$ cat config.mk
export PLATFORM = sky130hd
export DESIGN_NAME = signed_dual_and_top_word_mac
export DESIGN_NICKNAME = d
export VERILOG_FILES = /design/src/mac_pkg.sv /design/src/dual_half_mul.sv /design/src/signed_dual_and_top_word_mac.sv
export VERILOG_INCLUDE_DIRS = /design/src
export SDC_FILE = /design/constraint.sdc
export NUM_CORES = 2
export LEC_CHECK = 0
export ABC_AREA = 1
export BUFFER_PORTS_ARGS = -buffer_cell sky130_fd_sc_hd__clkbuf_2
export CORE_AREA = 2 2 359 361
export CTS_CLUSTER_SIZE = 16
export DETAILED_ROUTE_END_ITERATION = 7
export DIE_AREA = 0 0 361 363
export GPL_ROUTABILITY_DRIVEN = 0
export HOLD_SLACK_MARGIN = 0.06
export PLACE_DENSITY = 0.85
export SLEW_MARGIN = 5
export SYNTH_ARGS = -nofsm -noshare
export SYNTH_HDL_FRONTEND = slang
export SYNTH_HIERARCHICAL = 1
export SYNTH_SLANG_ARGS = --single-unit
$ cat constraint.sdc
create_clock -name clk_i -period 12.5 [get_ports clk_i]
set_input_delay 0.625 -clock clk_i [delete_from_list [all_inputs] [get_ports clk_i]]
set_output_delay 0.625 -clock clk_i [all_outputs]
set_load 0.01 [all_outputs]
$ cat src/mac_defs.svh
// constants for the signed dual and top-word multiply datapath
`ifndef MAC_DEFS_SVH
`define MAC_DEFS_SVH

`define MAC_ROUND_BIAS   64'h0000_0000_8000_0000
`define MAC_HALF_LO      15:0
`define MAC_HALF_HI      31:16
`define MAC_FLAG_RESET   1'b0
`define MAC_LATENCY      2

`endif

$ cat src/mac_pkg.sv
// types for the signed dual and top-word multiply datapath
package mac_pkg;

	typedef enum logic [3:0] {
		OP_DUAL_MUL_ADD,
		OP_DUAL_MUL_DIFF,
		OP_DUAL_MUL_DIFF_ACC,
		OP_DUAL_MUL_DIFF_ACC_LONG,
		OP_TOP_WORD_MUL,
		OP_TOP_WORD_MUL_ACC,
		OP_TOP_WORD_MUL_SUB
	} mac_op_e;

	typedef struct packed {
		mac_op_e     op;
		logic        halfword_swap;
		logic        half_bias_add_on;
		logic [31:0] first_operand;
		logic [31:0] second_operand;
		logic [31:0] accum_input;
		logic [31:0] accum_high_word;
		logic [31:0] accum_low_word;
	} mac_req_s;

	typedef struct packed {
		logic [31:0] dest_word;
		logic [31:0] accum_high_word;
		logic [31:0] accum_low_word;
		logic        is_long;
		logic        ovfl;
	} mac_res_s;

endpackage

$ cat src/dual_half_mul.sv
// two signed 16x16 products with optional halfword swap
`timescale 1ns/100ps
`include "mac_defs.svh"

module dual_half_mul (
	input  wire logic        [31:0] first_operand_i,
	input  wire logic        [31:0] second_operand_i,
	input  wire logic               swap_i,
	output logic signed      [31:0] prod_lo_o,
	output logic signed      [31:0] prod_hi_o
);
	logic [31:0] m_sel;

	// swap pairs bottom with top and top with bottom
	assign m_sel = swap_i ? {second_operand_i[`MAC_HALF_LO], second_operand_i[`MAC_HALF_HI]}
	                      : second_operand_i; // RQ1

	// a 16x16 signed product always fits in 32 bits
	assign prod_lo_o = $signed(first_operand_i[`MAC_HALF_LO]) * $signed(m_sel[`MAC_HALF_LO]);
	assign prod_hi_o = $signed(first_operand_i[`MAC_HALF_HI]) * $signed(m_sel[`MAC_HALF_HI]);
endmodule

$ cat src/signed_dual_and_top_word_mac.sv
// signed dual halfword and top-word multiply datapath
`timescale 1ns/100ps
`include "mac_defs.svh"

// Summary of operation
// RQ1: swap option pairs bottom-top and top-bottom halfwords
// RQ2: diff acc: low minus high product plus accum
// RQ3: long diff acc: difference plus 64-bit pair
// RQ4: flag sticky overflow on diff-acc accumulate step
// RQ5: top-word acc: high product word plus accum
// RQ6: top-word sub: accum minus high product word
// RQ7: rounding adds 0x80000000 before taking high word
// RQ8: top-word mul writes signed high product word
// RQ9: top-word operations leave condition flags untouched
// RQ10: dual add: sum of two halfword products
// RQ11: dual diff: bottom product minus top product
// RQ12: flag sticky overflow on dual add sum
// RQ13: issuer never names stack or program counter
// RQ14: sticky flag is status word saturation bit
// RQ15: operations only set sticky flag, never clear
module signed_dual_and_top_word_mac (
	input  wire logic              clk_i,
	input  wire logic              srst_i,
	input  wire logic              req_valid_i,
	input  wire mac_pkg::mac_req_s req_i,
	input  wire logic              sticky_clear_i,
	output logic                   res_valid_o,
	output mac_pkg::mac_res_s      res_o,
	output logic                   sticky_ovfl_flag_o,
	output logic                   flags_write_o
);
	import mac_pkg::*;

	// ---------------------------------------------------------------
	// stage one: products
	// ---------------------------------------------------------------
	logic signed [31:0] prod_lo;
	logic signed [31:0] prod_hi;
	logic signed [63:0] word_prod;
	logic signed [63:0] word_prod_b;
	logic               s1_valid_q;
	mac_req_s           s1_req_q;
	logic signed [31:0] s1_lo_q;
	logic signed [31:0] s1_hi_q;
	logic signed [63:0] s1_word_q;

	// operands from RQ13-clean register numbers only; no special cases here
	dual_half_mul u_dual (
		.first_operand_i  (req_i.first_operand),
		.second_operand_i (req_i.second_operand),
		.swap_i           (req_i.halfword_swap),
		.prod_lo_o        (prod_lo),
		.prod_hi_o        (prod_hi)
	);

	// ---------------------------------------------------------------
	// stage one: top-word product and rounding bias
	// ---------------------------------------------------------------
	logic signed [31:0] word_a;
	logic signed [31:0] word_b;
	logic signed [63:0] round_bias;

	assign word_a      = req_i.first_operand;
	assign word_b      = req_i.second_operand;
	assign word_prod   = word_a * word_b; // RQ8
	// bias only when rounding; its carry into the high word does the rounding
	assign round_bias  = req_i.half_bias_add_on ? `MAC_ROUND_BIAS : 64'h0; // RQ7
	assign word_prod_b = word_prod + round_bias; // RQ7

	// ---------------------------------------------------------------
	// stage one: pipeline registers
	// ---------------------------------------------------------------
	always_ff @(posedge clk_i) begin
		if (srst_i) begin
			s1_valid_q <= 1'b0;
		end else begin
			s1_valid_q <= req_valid_i;
		end
	end

	// datapath registers carry no reset; valid qualifies them
	always_ff @(posedge clk_i) begin
		s1_req_q <= req_i;
	end

	always_ff @(posedge clk_i) begin
		s1_lo_q <= prod_lo;
		s1_hi_q <= prod_hi;
	end

	always_ff @(posedge clk_i) begin
		s1_word_q <= word_prod_b;
	end

	// ---------------------------------------------------------------
	// stage two: operation decode
	// ---------------------------------------------------------------
	logic cls_dual_add;
	logic cls_dual_diff;
	logic cls_diff_acc;
	logic cls_diff_long;
	logic cls_top_mul;
	logic cls_top_acc;
	logic cls_top_sub;
	logic cls_top_any;
	logic cls_dual_word;

	// codes outside the list select nothing: result zero, no flag
	always_comb begin
		cls_dual_add  = 1'b0;
		cls_dual_diff = 1'b0;
		cls_diff_acc  = 1'b0;
		cls_diff_long = 1'b0;
		cls_top_mul   = 1'b0;
		cls_top_acc   = 1'b0;
		cls_top_sub   = 1'b0;
		case (s1_req_q.op)
			OP_DUAL_MUL_ADD: begin
				cls_dual_add = 1'b1;
			end
			OP_DUAL_MUL_DIFF: begin
				cls_dual_diff = 1'b1;
			end
			OP_DUAL_MUL_DIFF_ACC: begin
				cls_diff_acc = 1'b1;
			end
			OP_DUAL_MUL_DIFF_ACC_LONG: begin
				cls_diff_long = 1'b1;
			end
			OP_TOP_WORD_MUL: begin
				cls_top_mul = 1'b1;
			end
			OP_TOP_WORD_MUL_ACC: begin
				cls_top_acc = 1'b1;
			end
			OP_TOP_WORD_MUL_SUB: begin
				cls_top_sub = 1'b1;
			end
			default: begin
				cls_dual_add  = 1'b0;
				cls_dual_diff = 1'b0;
				cls_diff_acc  = 1'b0;
				cls_diff_long = 1'b0;
				cls_top_mul   = 1'b0;
				cls_top_acc   = 1'b0;
				cls_top_sub   = 1'b0;
			end
		endcase
	end

	assign cls_top_any   = cls_top_mul | cls_top_acc | cls_top_sub;
	assign cls_dual_word = cls_dual_add | cls_dual_diff | cls_diff_acc;

	// ---------------------------------------------------------------
	// stage two: dual halfword arithmetic
	// ---------------------------------------------------------------
	logic signed [32:0] pair_sum;
	logic signed [32:0] pair_diff;
	logic signed [33:0] diff_acc;
	logic               sum_ovfl;
	logic               acc_ovfl;
	logic        [31:0] dual_word;

	// 33-bit forms expose overflow of the 32-bit result
	assign pair_sum  = 33'(s1_lo_q) + 33'(s1_hi_q);
	assign pair_diff = 33'(s1_lo_q) - 33'(s1_hi_q);
	assign diff_acc  = 34'(pair_diff) + 34'($signed(s1_req_q.accum_input));
	assign sum_ovfl  = pair_sum[32] != pair_sum[31]; // RQ12
	assign acc_ovfl  = diff_acc[33:31] != {3{diff_acc[31]}}; // RQ4

	always_comb begin
		dual_word = '0;
		case (s1_req_q.op)
			OP_DUAL_MUL_ADD: begin
				dual_word = pair_sum[31:0]; // RQ10
			end
			OP_DUAL_MUL_DIFF: begin
				// difference of two 16x16 products cannot leave 32 bits
				dual_word = pair_diff[31:0]; // RQ11
			end
			OP_DUAL_MUL_DIFF_ACC: begin
				dual_word = diff_acc[31:0]; // RQ2
			end
			default: begin
				dual_word = '0;
			end
		endcase
	end

	// ---------------------------------------------------------------
	// stage two: long accumulate
	// ---------------------------------------------------------------
	logic signed [63:0] long_base;
	logic signed [63:0] long_acc;
	logic        [31:0] long_hi_word;
	logic        [31:0] long_lo_word;

	// the long pair wraps; it has no overflow to report
	assign long_base    = $signed({s1_req_q.accum_high_word, s1_req_q.accum_low_word});
	assign long_acc     = 64'(pair_diff) + long_base; // RQ3
	assign long_hi_word = long_acc[63:32]; // RQ3
	assign long_lo_word = long_acc[31:0]; // RQ3

	// ---------------------------------------------------------------
	// stage two: top-word arithmetic
	// ---------------------------------------------------------------
	logic signed [31:0] top_word;
	logic        [31:0] top_acc_word;
	logic        [31:0] top_sub_word;
	logic        [31:0] top_result;

	assign top_word     = s1_word_q[63:32]; // RQ8
	// wraps modulo 2^32, no flag effect
	assign top_acc_word = s1_req_q.accum_input + top_word; // RQ5
	assign top_sub_word = s1_req_q.accum_input - top_word; // RQ6

	always_comb begin
		top_result = '0;
		case (s1_req_q.op)
			OP_TOP_WORD_MUL: begin
				top_result = top_word; // RQ8
			end
			OP_TOP_WORD_MUL_ACC: begin
				top_result = top_acc_word; // RQ5
			end
			OP_TOP_WORD_MUL_SUB: begin
				top_result = top_sub_word; // RQ6
			end
			default: begin
				top_result = '0;
			end
		endcase
	end

	// ---------------------------------------------------------------
	// stage two: result assembly
	// ---------------------------------------------------------------
	mac_res_s res_d;
	logic     ovfl_d;

	// top-word and long ops never raise the flag
	assign ovfl_d = (cls_dual_add & sum_ovfl) | (cls_diff_acc & acc_ovfl); // RQ9

	always_comb begin
		res_d = '0;
		if (cls_diff_long) begin
			res_d.is_long         = 1'b1;
			res_d.accum_high_word = long_hi_word; // RQ3
			res_d.accum_low_word  = long_lo_word; // RQ3
		end else if (cls_top_any) begin
			res_d.dest_word = top_result;
		end else if (cls_dual_word) begin
			res_d.dest_word = dual_word;
		end
		res_d.ovfl = ovfl_d;
	end

	// ---------------------------------------------------------------
	// result outputs
	// ---------------------------------------------------------------
	always_ff @(posedge clk_i) begin
		if (srst_i) begin
			res_valid_o <= 1'b0;
		end else begin
			res_valid_o <= s1_valid_q;
		end
	end

	// last result stays visible until the next one lands
	always_ff @(posedge clk_i) begin
		if (srst_i) begin
			res_o <= '0;
		end else if (s1_valid_q) begin
			res_o <= res_d;
		end
	end

	// ---------------------------------------------------------------
	// condition codes and sticky saturation bit
	// ---------------------------------------------------------------
	// none of these operations write N, Z, C or V
	always_ff @(posedge clk_i) begin
		if (srst_i) begin
			flags_write_o <= 1'b0;
		end else begin
			flags_write_o <= 1'b0; // RQ9
		end
	end

	logic sticky_set;
	logic sticky_clr;

	// a set in the clear cycle wins, so no overflow is lost
	assign sticky_set = s1_valid_q & ovfl_d; // RQ15
	assign sticky_clr = sticky_clear_i & ~sticky_set;

	// saturation bit of the status word
	always_ff @(posedge clk_i) begin
		if (srst_i) begin
			sticky_ovfl_flag_o <= `MAC_FLAG_RESET;
		end else if (sticky_set) begin
			sticky_ovfl_flag_o <= 1'b1; // RQ14
		end else if (sticky_clr) begin
			sticky_ovfl_flag_o <= 1'b0;
		end
	end
endmodule

==> results.json <==
{
  "rsz0062_at_grt": "false",
  "synth_top_cell_by_area": "fa_1",
  "wirelength_um": 265000,
  "initial_core_util": 0.647,
  "area_growth_pct": 4.19,
  "r2r_cells": 22,
  "grt_start_max_net_pins": 102,
  "async_flop_share": 0,
  "cts-root-buf": "clkbuf_16",
  "die_w_um": 361,
  "ctsHtreeMaxLevel": 1,
  "max_slew_margin": 0.123,
  "postCtsSetupBuffers": 0,
  "synth_edf_count": 0,
  "core_mm2": 0.127,
  "row_count": 131,
  "fin_nets": 13600,
  "wl_per_cell_um": 20.6,
  "first_iter_violations": 9185,
  "tritoncts": "built",
  "grt_pass1_wl_um": 416000,
  "die_area_mm2": 0.131,
  "setup_viol": 0,
  "layout_commonest_cell": "inv_1",
  "post-route-util": 0.674,
  "tightest_slew_ns": 1.31,
  "route.vias.total": 75400,
  "cap_violations": 0,
  "synth_top_area_frac": 0.392,
  "cts_resized": 0,
  "fin_crit_ns": 8.62,
  "period_share": 0.689,
  "cp_max_fo": 33,
  "grt_pass1_vias": 79000,
  "hold_path_depth": 1,
  "startpoint_type": "input port",
  "final_cell_mix": "3030 x inv_1, 2553 x nand2_1, 1611 x fa_1",
  "synth-seq-cells": 297,
  "first_pass_iters": 8,
  "grt_antenna_before_repair": 6,
  "clk_pin_slew_ns": 0.07,
  "drv_slew": 0,
  "port-buffer-count": 269,
  "arrival_ns": 9.13,
  "dp_hpwl_um": 211000,
  "status": "finished, violations left",
  "fin_setup_tns_ns": 0,
  "hold_path.class": "in -> reg",
  "cts.sink_count": 297,
  "cts_hold_buf": 0,
  "finalClockSkew_ns": 0.0246,
  "drtAntennaViolNets": 0,
  "clock_path_buffers": 3,
  "io_pins": 271,
  "finalHoldViolCount": 0,
  "yosys_warnings": 6,
  "grt_util_all_layers": 0.407,
  "drc_errors": 24,
  "setup_ws_ns": 3.88,
  "nFillCells": 9978,
  "ys_top_cells_by_area": "fa_1 39%, inv_1 14%, nand2_1 12%",
  "vias_per_cell": 5.86,
  "crit_type": "in -> reg",
  "syn_avg_cell_area_um2": 7.38,
  "grt_overflow": 0,
  "synth.cell_area_mm2": 0.0822,
  "fp.dieH_um": 363,
  "synth.distinct_cells": 64,
  "cts_buffers": 29,
  "violations": "DRC",
  "synth_fp_nets": 13500,
  "fmax_mhz": 116,
  "postSynthCellCount": 11100,
  "layout-drive-gt1-share": 0.0471,
  "end_kind": "flip-flop",
  "worstSkewPairLatency_ns": 0.60,
  "yosysSeqAreaShare": 0.0723,
  "required_ns": 13.01,
  "pre_cts_ws_ns": 3.77,
  "synthFlopType": "dfxtp_1"
}
path summary, 6_finish.rpt:
path	to	startpoint	slack (ns)
worst min-delay path	long_base[48]	req_i[48]	0.12
worst max-delay path	s1_word_q[55]	req_i[104]	3.88
worst max register to register	res_o[55]	s1_hi_q[15]	7.03
worst min register to register	res_o[62]	res_o[62]	0.47
cells in the mapped netlist, types with 15 or more instances:
library cell / n
inv_1: 3030
nand2_1: 2553
fa_1: 1611
nor2_1: 829
ha_1: 592
a21oi_1: 524
nand3_1: 355
dfxtp_1: 297
o21ai_0: 261
clkbuf_1: 250
nand4_1: 101
xor2_1: 96
o21bai_1: 60
nor3_1: 49
buf_2: 41
a31oi_1: 39
or2_2: 39
xnor2_1: 39
a21o_1: 33
nand3b_1: 28
inv_2: 24
a21boi_0: 23
nor4_1: 23
o21a_1: 20
buf_4: 18
nand2_2: 18
o21ai_2: 18
nor2_2: 16
o21ai_1: 16
and2_1: 15
area by class of cell:
class	count	area, µm²	share of cell area
Multi-Input combinational cell	7455	63400	0.740
Inverter	3067	11500	0.134
Sequential cell	297	5950	0.0694
Tap cell	1662	2080	0.0243
Timing Repair Buffer	333	1830	0.0214
Clock buffer	38	800	0.00934
Clock inverter	14	103	0.00120
Antenna cell	3	7.51	0.0000877
kinds of logic (layout without fill, tap and decap cells):
group           after synthesis  after routing  synth area share
compound gates             1042           1042            0.0710
xor+xnor                    135            135            0.0144
fa+ha+maj                  2203           2203             0.482
buf+inv                    3391           3452             0.157
flops                       297            297            0.0723
mux                           3              3          0.000518
other cells                   1              4         0.0000456
simple gates               4071           4071             0.202
critical path, stage by stage:
cell and delay [ns]:
clkbuf_2 0.79, nand2_1 0.29, fa_1 0.69, fa_1 0.92
inv_1 0.13, fa_1 0.88, fa_1 0.57, fa_1 0.59
fa_1 0.45, fa_1 0.50, inv_1 0.05, fa_1 0.47
inv_1 0.04, ha_1 0.39, nand2_1 0.10, nor2_1 0.17
inv_1 0.10, nor3_1 0.66, nand4_1 0.15, o21bai_1 0.27
nand2_1 0.14, xor2_1 0.14
sequential cells by signal, summed over array words and instances, names as in the netlist:
register            flops
s1_word_q              32
sticky_ovfl_flag_o      1
s1_hi_q                32
res_o                  98
s1_req_q               36
s1_lo_q                32
s1_valid_q              1
long_base              64
res_valid_o             1
layer usage:
layer,global-route usage,up-vias,routed length (µm)
met2,0.637,5828,115000
met4,0.288,6,23100
met3,0.121,1556,38700
met5,0,-,38
met1,0.484,35300,87800
li1,-,32700,-
per-stage QoR:
stage | std cells | area [µm²] | hold slack [ns]
after floorplan | 11100 | 82200 | 0.487
final | 12900 | 85600 | 0.122
after CTS | 12900 | 85600 | 0.116
after global routing | 12900 | 85600 | 0.123
after global placement | 12800 | 84700 | 0.453
after detailed placement | 12800 | 84700 | 0.456
Power is left out: the tool's default activity adds up to more than one toggle a clock period on the data nets, which glitch-free logic cannot reach.
